[src/verilog/can_mb_pkg.sv]
// Constants and types for the CAN message buffer control block
package can_mb_pkg;

  localparam int NUM_BUF  = 32;
  localparam int NUM_TX   = 8;
  localparam int ADDR_W   = 9;
  localparam int WORDS    = 8;

  localparam logic [8:0] OFF_CTRL0   = 9'h000;
  localparam logic [8:0] OFF_FULL_LO = 9'h004;
  localparam logic [8:0] OFF_FULL_HI = 9'h005;
  localparam logic [8:0] OFF_OVF_HI  = 9'h006;
  localparam logic [8:0] OFF_RAM     = 9'h100;

  localparam logic [2:0] W_SID  = 3'h0;
  localparam logic [2:0] W_EID  = 3'h1;
  localparam logic [2:0] W_DLC  = 3'h2;
  localparam logic [2:0] W_STAT = 3'h7;

  localparam logic [15:0] MASK_SID  = 16'h1FFF;
  localparam logic [15:0] MASK_EID  = 16'h0FFF;
  localparam logic [15:0] MASK_DLC  = 16'hFF1F;
  localparam logic [15:0] MASK_STAT = 16'h1F00;
  localparam logic [15:0] MASK_DATA = 16'hFFFF;

  localparam int          IDE_BIT   = 0;
  localparam logic [15:0] RST_WORD  = 16'h0000;
  localparam logic [31:0] RST_FLAGS = 32'h0000_0000;

  typedef struct packed {
    logic       buffer_direction_select;
    logic       tx_aborted_flag;
    logic       tx_lost_arbitration_flag;
    logic       tx_bus_error_flag;
    logic       send_request;
    logic       auto_remote_reply_enable;
    logic [1:0] tx_priority;
  } ctrl_byte_t;

  localparam ctrl_byte_t RST_CTRL = 8'h00;

  typedef enum logic [1:0] {
    TX_OK      = 2'b00,
    TX_LOST    = 2'b01,
    TX_ERR     = 2'b10,
    TX_ABORTED = 2'b11
  } tx_kind_t;

  typedef struct packed {
    logic       valid;
    logic [2:0] buf_idx;
    tx_kind_t   kind;
  } tx_result_t;

  typedef struct packed {
    logic        valid;
    logic [4:0]  buf_idx;
    logic [2:0]  word_sel;
    logic        last;
    logic [15:0] data;
  } rx_beat_t;

  typedef struct packed {
    logic       valid;
    logic [4:0] buf_idx;
  } remote_t;

  typedef struct packed {
    logic       valid;
    logic [2:0] buf_idx;
    logic [1:0] prio;
    logic       ext_id;
  } tx_offer_t;

endpackage : can_mb_pkg

[src/verilog/can_message_buffer_control.sv]
// CAN message buffer control, flags and message RAM
//
// The plain strobed port and the address map were decided locally.
`timescale 1ns/10ps
module can_message_buffer_control #(
  parameter int NUM_TX_BUF = 8
) (
  input  wire logic                  clk_in,
  input  wire logic                  srst_in,
  input  wire logic [8:0]            reg_addr_in,
  input  wire logic [15:0]           reg_wdata_in,
  input  wire logic                  reg_wr_in,
  input  wire logic                  reg_rd_in,
  output logic [15:0]                reg_rdata_out,
  input  wire can_mb_pkg::rx_beat_t  rx_beat_in,
  output logic                       rx_beat_ready_out,
  input  wire can_mb_pkg::remote_t   remote_in,
  input  wire can_mb_pkg::tx_result_t tx_result_in,
  output can_mb_pkg::tx_offer_t      tx_offer_out,
  output logic [7:0]                 abort_req_out
);

  if (NUM_TX_BUF != can_mb_pkg::NUM_TX) begin : g_bad_tx
    $error("NUM_TX_BUF must equal the control register capacity");
  end

  can_mb_pkg::ctrl_byte_t ctrl_reg   [8];
  can_mb_pkg::ctrl_byte_t ctrl_next  [8];
  logic [7:0]             abort_reg;
  logic [7:0]             abort_next;
  logic [31:0]            full_reg;
  logic [31:0]            full_next;
  logic [15:0]            ovf_reg;
  logic [15:0]            ovf_next;
  logic [7:0]             ide_reg;
  logic [15:0]            msg_ram    [256];
  logic                   sw_ram_wr;
  logic                   beat_take;
  logic                   beat_blocked;
  logic                   beat_write;
  logic                   beat_is_tx;
  logic                   beat_full;
  logic [7:0]             beat_addr;
  logic [15:0]            sw_wmask;
  logic [15:0]            hw_wmask;
  logic                   best_valid;
  logic [2:0]             best_idx;
  logic [1:0]             best_prio;

  function automatic logic [15:0] word_mask(input logic [2:0] sel);
    logic [15:0] m;
    m = can_mb_pkg::MASK_DATA;
    unique case (sel)
      can_mb_pkg::W_SID:  m = can_mb_pkg::MASK_SID;
      can_mb_pkg::W_EID:  m = can_mb_pkg::MASK_EID;
      can_mb_pkg::W_DLC:  m = can_mb_pkg::MASK_DLC;
      can_mb_pkg::W_STAT: m = can_mb_pkg::MASK_STAT;
      default:            m = can_mb_pkg::MASK_DATA;
    endcase
    return m;
  endfunction : word_mask

  // Message words sit behind bit 8 of the address, apart from control
  assign sw_ram_wr = reg_wr_in && reg_addr_in[8];
  assign sw_wmask  = word_mask(reg_addr_in[2:0]);

  // Engine stalls while software writes the RAM; one write port only
  assign rx_beat_ready_out = !sw_ram_wr;
  assign beat_take  = rx_beat_in.valid && rx_beat_ready_out;
  assign beat_addr  = {rx_beat_in.buf_idx, rx_beat_in.word_sel};
  assign hw_wmask   = word_mask(rx_beat_in.word_sel);
  assign beat_full  = full_reg[rx_beat_in.buf_idx];
  assign beat_is_tx = (rx_beat_in.buf_idx < 5'(can_mb_pkg::NUM_TX)) &&
                      ctrl_reg[rx_beat_in.buf_idx[2:0]].buffer_direction_select;
  // Transmit buffers are never written with received content
  assign beat_blocked = beat_full || beat_is_tx;
  assign beat_write   = beat_take && !beat_blocked;

  always_ff @(posedge clk_in) begin
    if (sw_ram_wr) begin
      msg_ram[reg_addr_in[7:0]] <= reg_wdata_in & sw_wmask;
    end else if (beat_write) begin
      msg_ram[beat_addr] <= rx_beat_in.data & hw_wmask;
    end
  end

  // Shadow of the IDE bit for the transmit-capable buffers
  always_ff @(posedge clk_in) begin
    if (srst_in) begin
      ide_reg <= 8'h00;
    end else if (sw_ram_wr && reg_addr_in[2:0] == can_mb_pkg::W_SID && reg_addr_in[7:6] == 2'h0) begin
      ide_reg[reg_addr_in[5:3]] <= reg_wdata_in[can_mb_pkg::IDE_BIT];
    end else if (beat_write && rx_beat_in.word_sel == can_mb_pkg::W_SID && rx_beat_in.buf_idx[4:3] == 2'h0) begin
      ide_reg[rx_beat_in.buf_idx[2:0]] <= rx_beat_in.data[can_mb_pkg::IDE_BIT];
    end
  end

  // Full and overflow flags; hardware set wins over software clear
  always_comb begin
    full_next = full_reg;
    ovf_next  = ovf_reg;
    if (reg_wr_in && reg_addr_in == can_mb_pkg::OFF_FULL_LO) begin
      full_next[15:0] = full_reg[15:0] & reg_wdata_in;
    end
    if (reg_wr_in && reg_addr_in == can_mb_pkg::OFF_FULL_HI) begin
      full_next[31:16] = full_reg[31:16] & reg_wdata_in;
    end
    if (reg_wr_in && reg_addr_in == can_mb_pkg::OFF_OVF_HI) begin
      ovf_next = ovf_reg & reg_wdata_in;
    end
    if (beat_take && rx_beat_in.last && !beat_is_tx) begin
      if (beat_full) begin
        if (rx_beat_in.buf_idx[4]) begin
          ovf_next[rx_beat_in.buf_idx[3:0]] = 1'b1;
        end
      end else begin
        full_next[rx_beat_in.buf_idx] = 1'b1;
      end
    end
  end

  always_ff @(posedge clk_in) begin
    if (srst_in) begin
      full_reg <= can_mb_pkg::RST_FLAGS;
      ovf_reg  <= can_mb_pkg::RST_FLAGS[15:0];
    end else begin
      full_reg <= full_next;
      ovf_reg  <= ovf_next;
    end
  end

  // Control bytes for buffers 0 to 7
  always_comb begin
    can_mb_pkg::ctrl_byte_t c;
    can_mb_pkg::ctrl_byte_t wb;
    logic                   hit;
    logic                   res;
    c   = can_mb_pkg::RST_CTRL;
    wb  = can_mb_pkg::RST_CTRL;
    hit = 1'b0;
    res = 1'b0;
    abort_next = abort_reg;
    for (int i = 0; i < can_mb_pkg::NUM_TX; i++) begin
      c   = ctrl_reg[i];
      hit = reg_wr_in && (reg_addr_in == can_mb_pkg::OFF_CTRL0 + 9'(i >> 1));
      wb  = (i % 2 == 1) ? reg_wdata_in[15:8] : reg_wdata_in[7:0];
      res = tx_result_in.valid && (tx_result_in.buf_idx == 3'(i));
      // Completion clears the request first so a new software set wins
      if (res && tx_result_in.kind == can_mb_pkg::TX_OK) begin
        c.send_request    = 1'b0;
        c.tx_aborted_flag = 1'b0;
        abort_next[i]     = 1'b0;
      end
      if (res && tx_result_in.kind == can_mb_pkg::TX_ABORTED) begin
        c.send_request = 1'b0;
        abort_next[i]  = 1'b0;
      end
      if (hit) begin
        c.buffer_direction_select  = wb.buffer_direction_select;
        c.auto_remote_reply_enable = wb.auto_remote_reply_enable;
        c.tx_priority              = wb.tx_priority;
        if (wb.send_request) begin
          c.send_request             = 1'b1;
          c.tx_aborted_flag          = 1'b0;
          c.tx_lost_arbitration_flag = 1'b0;
          c.tx_bus_error_flag        = 1'b0;
          abort_next[i]              = 1'b0;
        end else if (ctrl_reg[i].send_request) begin
          // Request stays set until the engine reports the abort
          abort_next[i] = 1'b1;
        end
      end
      if (remote_in.valid && remote_in.buf_idx == 5'(i) &&
          c.buffer_direction_select && c.auto_remote_reply_enable) begin
        c.send_request             = 1'b1;
        c.tx_aborted_flag          = 1'b0;
        c.tx_lost_arbitration_flag = 1'b0;
        c.tx_bus_error_flag        = 1'b0;
      end
      // Outcome flags last: a hardware set beats a same-cycle clear
      if (res) begin
        unique case (tx_result_in.kind)
          can_mb_pkg::TX_OK:      c.tx_aborted_flag = c.tx_aborted_flag;
          can_mb_pkg::TX_LOST:    c.tx_lost_arbitration_flag = 1'b1;
          can_mb_pkg::TX_ERR:     c.tx_bus_error_flag = 1'b1;
          can_mb_pkg::TX_ABORTED: c.tx_aborted_flag = 1'b1;
        endcase
      end
      ctrl_next[i] = c;
    end
  end

  always_ff @(posedge clk_in) begin
    if (srst_in) begin
      abort_reg <= 8'h00;
      for (int i = 0; i < can_mb_pkg::NUM_TX; i++) begin
        ctrl_reg[i] <= can_mb_pkg::RST_CTRL;
      end
    end else begin
      abort_reg <= abort_next;
      for (int i = 0; i < can_mb_pkg::NUM_TX; i++) begin
        ctrl_reg[i] <= ctrl_next[i];
      end
    end
  end

  // Priority pick; ties go to the lower buffer number
  always_comb begin
    best_valid = 1'b0;
    best_idx   = 3'h0;
    best_prio  = 2'h0;
    for (int i = 0; i < can_mb_pkg::NUM_TX; i++) begin
      if (ctrl_reg[i].send_request && ctrl_reg[i].buffer_direction_select && !abort_reg[i] &&
          (!best_valid || ctrl_reg[i].tx_priority > best_prio)) begin
        best_valid = 1'b1;
        best_idx   = 3'(i);
        best_prio  = ctrl_reg[i].tx_priority;
      end
    end
  end

  always_ff @(posedge clk_in) begin
    if (srst_in) begin
      tx_offer_out  <= '0;
      abort_req_out <= 8'h00;
    end else begin
      tx_offer_out.valid   <= best_valid;
      tx_offer_out.buf_idx <= best_idx;
      tx_offer_out.prio    <= best_prio;
      tx_offer_out.ext_id  <= ide_reg[best_idx];
      abort_req_out        <= abort_next;
    end
  end

  // Read data stands for one cycle only; unmapped reads give zero
  always_ff @(posedge clk_in) begin
    if (srst_in) begin
      reg_rdata_out <= can_mb_pkg::RST_WORD;
    end else if (!reg_rd_in) begin
      reg_rdata_out <= can_mb_pkg::RST_WORD;
    end else if (reg_addr_in[8]) begin
      reg_rdata_out <= msg_ram[reg_addr_in[7:0]];
    end else if (reg_addr_in[8:2] == can_mb_pkg::OFF_CTRL0[8:2]) begin
      reg_rdata_out <= {ctrl_reg[{reg_addr_in[1:0], 1'b1}], ctrl_reg[{reg_addr_in[1:0], 1'b0}]};
    end else if (reg_addr_in == can_mb_pkg::OFF_FULL_LO) begin
      reg_rdata_out <= full_reg[15:0];
    end else if (reg_addr_in == can_mb_pkg::OFF_FULL_HI) begin
      reg_rdata_out <= full_reg[31:16];
    end else if (reg_addr_in == can_mb_pkg::OFF_OVF_HI) begin
      reg_rdata_out <= ovf_reg;
    end else begin
      reg_rdata_out <= can_mb_pkg::RST_WORD;
    end
  end

endmodule : can_message_buffer_control

[config.mk]
export PLATFORM = sky130hd
export DESIGN_NAME = can_message_buffer_control
export DESIGN_NICKNAME = d
export VERILOG_FILES = /design/src/verilog/can_mb_pkg.sv /design/src/verilog/can_message_buffer_control.sv
export SDC_FILE = /design/constraint.sdc
export NUM_CORES = 2
export LEC_CHECK = 0
export BUFFER_PORTS_ARGS = -buffer_cell sky130_fd_sc_hd__buf_4
export CAP_MARGIN = 20
export CORE_MARGIN = 3
export CORE_UTILIZATION = 46
export DETAILED_ROUTE_END_ITERATION = 6
export PLACE_DENSITY = 0.67
export SYNTH_ARGS = -nofsm -noshare
export SYNTH_HDL_FRONTEND = slang
export SYNTH_MEMORY_MAX_BITS = 65536
export SYNTH_SLANG_ARGS = --single-unit
[constraint.sdc]
create_clock -name clk_in -period 42.9 [get_ports clk_in]
set_clock_uncertainty 0.15 [all_clocks]
set_input_delay 2.145 -clock clk_in [delete_from_list [all_inputs] [get_ports clk_in]]
set_output_delay 2.145 -clock clk_in [all_outputs]
set_load 0.01 [all_outputs]
* Yosys cells after proc, flatten, opt, wreduce, memory -nomap -nowiden
Memories as Yosys holds them, arrays and structs flattened.
Index checks and enable logic that the tools add are counted.
** Storage, ports and cells
- Memories :: 2
- Flip-flop bits (word level) :: 87
- Bits in writable memories :: 4160
** Memory list
- msg_ram :: depth 256, width 16, rd ports 1, clocked after Yosys merged registers in 0, write ports 1, RTL line can_message_buffer_control.sv:36 : logic [15:0] msg_ram [256];
- ctrl_reg :: depth 8, width 8, rd ports 11, clocked after Yosys merged registers in 0, write ports 8, RTL line can_message_buffer_control.sv:27 : can_mb_pkg::ctrl_byte_t ctrl_reg [8];
** Operators by class
- Magnitude comparators :: 17
- Muxes and demuxes :: 193
- Equality and inequality tests :: 29
- Reductions and logical operators :: 130
- Bitwise logic cells :: 16
** Operators by type and width (number)
- 16-bit 2-to-1 mux :: 12
- 8-bit 2-to-1 mux :: 19
- 16-bit one-hot mux with 4 select lines :: 2
- 1-bit 2-to-1 mux :: 112
- 1-bit logical AND :: 92
- 16-bit AND :: 5
- 32-bit 2-to-1 mux :: 2
- 4-bit 2-to-1 mux :: 16
- 3-bit 2-to-1 mux :: 14
- 32-bit OR :: 1
- 9-bit by 3-bit equality test with 1-bit output (second input constant) :: 3
- 5-bit by 3-bit equality test with 1-bit output (second input constant) :: 4
- 3-bit equality test (second input constant) :: 6
- 9-bit by 2-bit equality test with 1-bit output (second input constant) :: 2
- 1-bit zero test :: 18
- 8-bit bitwise mux :: 2
- 2-bit 2-to-1 mux :: 8
- 16-bit OR :: 1
- 16-bit OR reduction :: 1
- 2-bit greater-than comparator :: 7
- 3-bit by 2-bit equality test with 1-bit output (second input constant) :: 4
- 3-bit by 4-bit less-than comparator with 1-bit output (second input constant) :: 3
- 5-bit by 2-bit equality test with 1-bit output (second input constant) :: 2
- 3-bit by 1-bit equality test with 1-bit output (second input constant) :: 3
- other kinds (25) :: 46

* Longest topological paths before layout
An unclocked memory read counts as a cell.
- Depth after elaboration :: 34
- Gate-level depth with buffers :: 48

* Least setup slack after synthesis
No wires, ideal clock.
- Path type :: input-to-reg
- Start point :: input reg_addr_in[2]
- End point :: memory msg_ram[0][12], data pin
- Setup time :: 2.187 ns
- Required time :: 40.563 ns
- Stages :: 8
- Setup slack :: 26.558 ns
- Data arrival time :: 14.005 ns
- Cell sequence :: buf_2 -> buf_1 -> clkbuf_1 -> clkbuf_1 -> clkbuf_1 -> clkbuf_1 -> o21ai_0 -> o21ai_0
** On the way
- Longest elaborated chain between the ends :: 4
** RTL lines
- from (decl) :: RTL line can_message_buffer_control.sv:10 : input wire logic [8:0] reg_addr_in,
- 3-bit equality test, or another cell as far along :: RTL line can_message_buffer_control.sv:53 : unique case (sel)
- 16-bit one-hot mux with 4 select lines * :: RTL line can_message_buffer_control.sv:53
- 16-bit AND * :: RTL line can_message_buffer_control.sv:81 : msg_ram[reg_addr_in[7:0]] <= reg_wdata_in & sw_wmask;
- 16-bit 2-to-1 mux (no source line) *
- to (decl) :: RTL line can_message_buffer_control.sv:36
Every way passes the cells marked *; elsewhere a longest branch is shown, timed or not.

==> summary.md <==
| Metric | Value |
|---|---|
| Setup Fix Bufs, Post-CTS | `0` |
| Final hold vios | `0` |
| CP top delay family | `compound AO/OA/AOI/OAI gates` |
| Fillers | `26790` |
| Crit path capture type | `flop` |
| Core Util, Final | `52.54%` |
| Routed Antenna Nets | `0` |
| Vias in the first global route | `80970` |
| Width of the die | `604.7 microns` |
| Vias | `82630` |
| CP max-delay cell | `a311oi_1` |
| Final non-filler cell total | `13040` |
| Register area share after synthesis | `76.42%` |
| Clock Latency Late Sink | `0.96 ns` |
| Routed len/inst | `34.04 microns` |
| MaxCap Viol Count | `0` |
| First-pass GRT wire length | `626.5 mm` |
| Total Routing Usage GR | `24.12%` |
| Peak supply drop | `38.07 uV` |
| Std cell rows | `219` |
| Detailed-routed wire length on met2 | `206.9 mm` |
| Achievable Freq | `0.08948 GHz` |
| CTS sink count | `4247` |
| Post-DP HPWL | `262.2 mm` |
| Clock Pin Slew Worst Setup and Hold Paths | `0.06 ns` |
| Port Buffers | `98` |
| WS Path Type | `reg -> reg` |
| Hold WC Path Type | `reg -> reg` |
| RePlAce Congestion | `0.9170` |
| H-Tree Depth | `5` |
| EDFF count, synth | `4096` |
| Starting density of the core | `46.26%` |
| Max reg flops | `4096` |
| CP max FO | `8` |
| Max Used Layer | `met5` |
| Yosys cell types | `78` |
| Worst-Margin Slew | `1.455 ns` |
| CP Data Arrival Time | `11.91 ns` |
| Worst path required time | `43.64 ns` |
| Number of register bits inferred by synthesis | `4247` |
| Endpoints failing setup | `0` |
| Hold buffers post-CTS | `0` |
| M1 wire length | `169.6 mm` |
| P_leak | `55.82 nW` |
| Hold Crit Start | `ctrl_reg[6][2]$_SDFF_PP0_` |
| Status | `complete, but fails checks` |
| # resized after CTS | `0` |
| Residual DRC | `40` |
| Area Growth Syn to Fin | `13.58%` |
| Final net count | `8004` |
| Crit path launch type | `flop` |
| FF-to-FF Start | `ctrl_reg[0][3]$_SDFF_PP0_` |
| Tmin final | `11.18 ns` |
| Initial antenna violation count | `22` |
| Die area | `0.3657 sq mm` |
| DRT Pass-1 Iters | `7` |
| Placed cell count | `12240` |
| CTS Buf Count | `413` |
| Syn Area/Cell | `22.24 sq um` |
| Core Area | `0.3565 sq mm` |
| GR Overflow Total | `0` |
| IO Count | `99` |
| Pwr Density | `46.87 mW/mm^2` |
| Setup tns final | `0 ns` |
| CP bufs+invs | `1` |
| Most used cell, CP | `ha_1` |
| Failing checks | `DRC` |
| Post-Syn Area | `0.1649 sq mm` |
| Ys async rst share | `0%` |
| Ys flop type | `edfxtp_1` |
| Post-route clock period utilization | `26.05%` |
| Mapped Cells | `7414` |
| Crit path launch | `ctrl_reg[0][3]$_SDFF_PP0_` |
| RSZ-0062 raised after global routing | `false` |
| DRT iter0 DRCs | `12170` |
| DR vias/cell | `6.336` |
| Final Max Slew Viols | `0` |
| Total number of yosys warnings | `0` |
| Syn_nets | `7495` |
| CTS tree | `yes` |
| Met3 Wirelength | `52.30 mm` |
| Wirelength, routed | `443.9 mm` |
| Clock buffer depth | `4` |
| Largest net degree at the start of global routing | `161` |
| Die Y | `604.7 microns` |
| Share of cells above drive strength 1 | `30.51%` |
| Worst stage delay on the critical path | `0.72 ns` |
| Max_slew headroom | `1.968%` |
| Root Buffer | `clkbuf_16` |
worst register-to-register path: cells and delay by family, from the launching register on:
| family | cells | cell delay, ns |
|---|---|---|
| AO/OA/AOI/OAI | 21 | 5.43 |
| AND/OR/NAND/NOR | 14 | 2.22 |
| adder cells (fa/ha/maj) | 7 | 2.01 |
| multiplexers | 3 | 0.86 |
| flip-flops | 1 | 0.40 |
| buffers and inverters | 1 | 0.06 |
power breakdown:
group	internal, W	switching [W]
combinational	0.000159	0.000351
sequential	0.00463	0.00000481
clock	0.00210	0.00154
area by class of cell:
| cell class | instances | area, sq um | share of cell area [%] |
|---|---|---|---|
| tap | 4751 | 5944 | 3.174 |
| inverter | 15 | 56.30 | 0.03006 |
| timing repair buffer | 527 | 4354 | 2.325 |
| clock buffer | 509 | 11010 | 5.879 |
| antenna | 20 | 50.05 | 0.02672 |
| clock inverter | 253 | 2526 | 1.349 |
| sequential | 4247 | 126000 | 67.28 |
| multi-input combinational | 2719 | 37330 | 19.93 |
metrics by stage:
stage                     hold slack (ns)  instance area [sq um]  setup slack (ns)  total power (W)
after CTS                          0.3204                 186900             32.02         0.008814
after floorplan                    0.2841                 164900             26.56         0.005075
after detailed placement           0.3119                 173400             32.07         0.005220
after global routing               0.3438                 187300             30.92         0.009005
after global placement             0.3077                 173200             31.80         0.005203
final                              0.3238                 187300             31.72         0.008778
cells by family (layout without fill, tap and decap cells):
logic type | after synthesis | after routing | share of synthesized area, %
DFF | 4247 | 4247 | 76.42
muxes | 1395 | 1395 | 18.09
and+or+nand+nor | 762 | 762 | 1.988
AOI/OAI and AO/OA | 546 | 546 | 2.157
buffers and inverters | 448 | 1304 | 1.228
adders and majority gates | 14 | 14 | 0.1062
xor gates and xnor gates | 2 | 2 | 0.01062
other | 0 | 20 | 0
Yosys cell counts, types with 29 or more instances:
cell type,n,share of area [%]
o22ai_1,39,0.15
clkbuf_1,198,0.45
nand3_1,37,0.11
dfxtp_1,151,1.8
a211oi_1,29,0.13
mux2i_1,106,0.64
a21oi_1,168,0.51
buf_1,40,0.091
edfxtp_1,4096,75
nand2_1,228,0.52
buf_2,162,0.49
nor2_1,356,0.81
mux4_2,1261,17
a22oi_1,102,0.46
o21ai_0,82,0.25
nor3_1,30,0.091
buf_4,29,0.13
cells in the final DEF, fill, tap and decap left out, types with 79 or more instances in the layout:
cell	synthesis	final
a21oi_1	168	168
a22oi_1	102	102
buf_4	29	489
clkbuf_1	198	79
clkbuf_16	0	426
clkinv_1	1	106
dfxtp_1	151	151
edfxtp_1	4096	4096
mux2i_1	106	106
mux4_2	1261	1261
nand2_1	228	215
nor2_1	356	280
path summary, 6_finish.rpt:
| kind | end | slack (ns) | depth (start not counted) |
|---|---|---|---|
| setup / recovery | tx_offer_out[0]$_SDFF_PP0_ | 31.72 | 46 |
| hold / removal | ctrl_reg[6][2]$_SDFF_PP0_ | 0.32 | 2 |
| hold reg to reg | ctrl_reg[6][2]$_SDFF_PP0_ | 0.32 | 2 |
| setup reg to reg | tx_offer_out[0]$_SDFF_PP0_ | 31.72 | 46 |
layer usage:
layer  global-route usage [%]  up-vias
met5                        0        -
met4                    7.210        6
met3                    6.414      725
met2                    37.01     5165
met1                    34.18    44220
li1                         -    32510
Note: power is estimated with default switching activity, not from simulation.
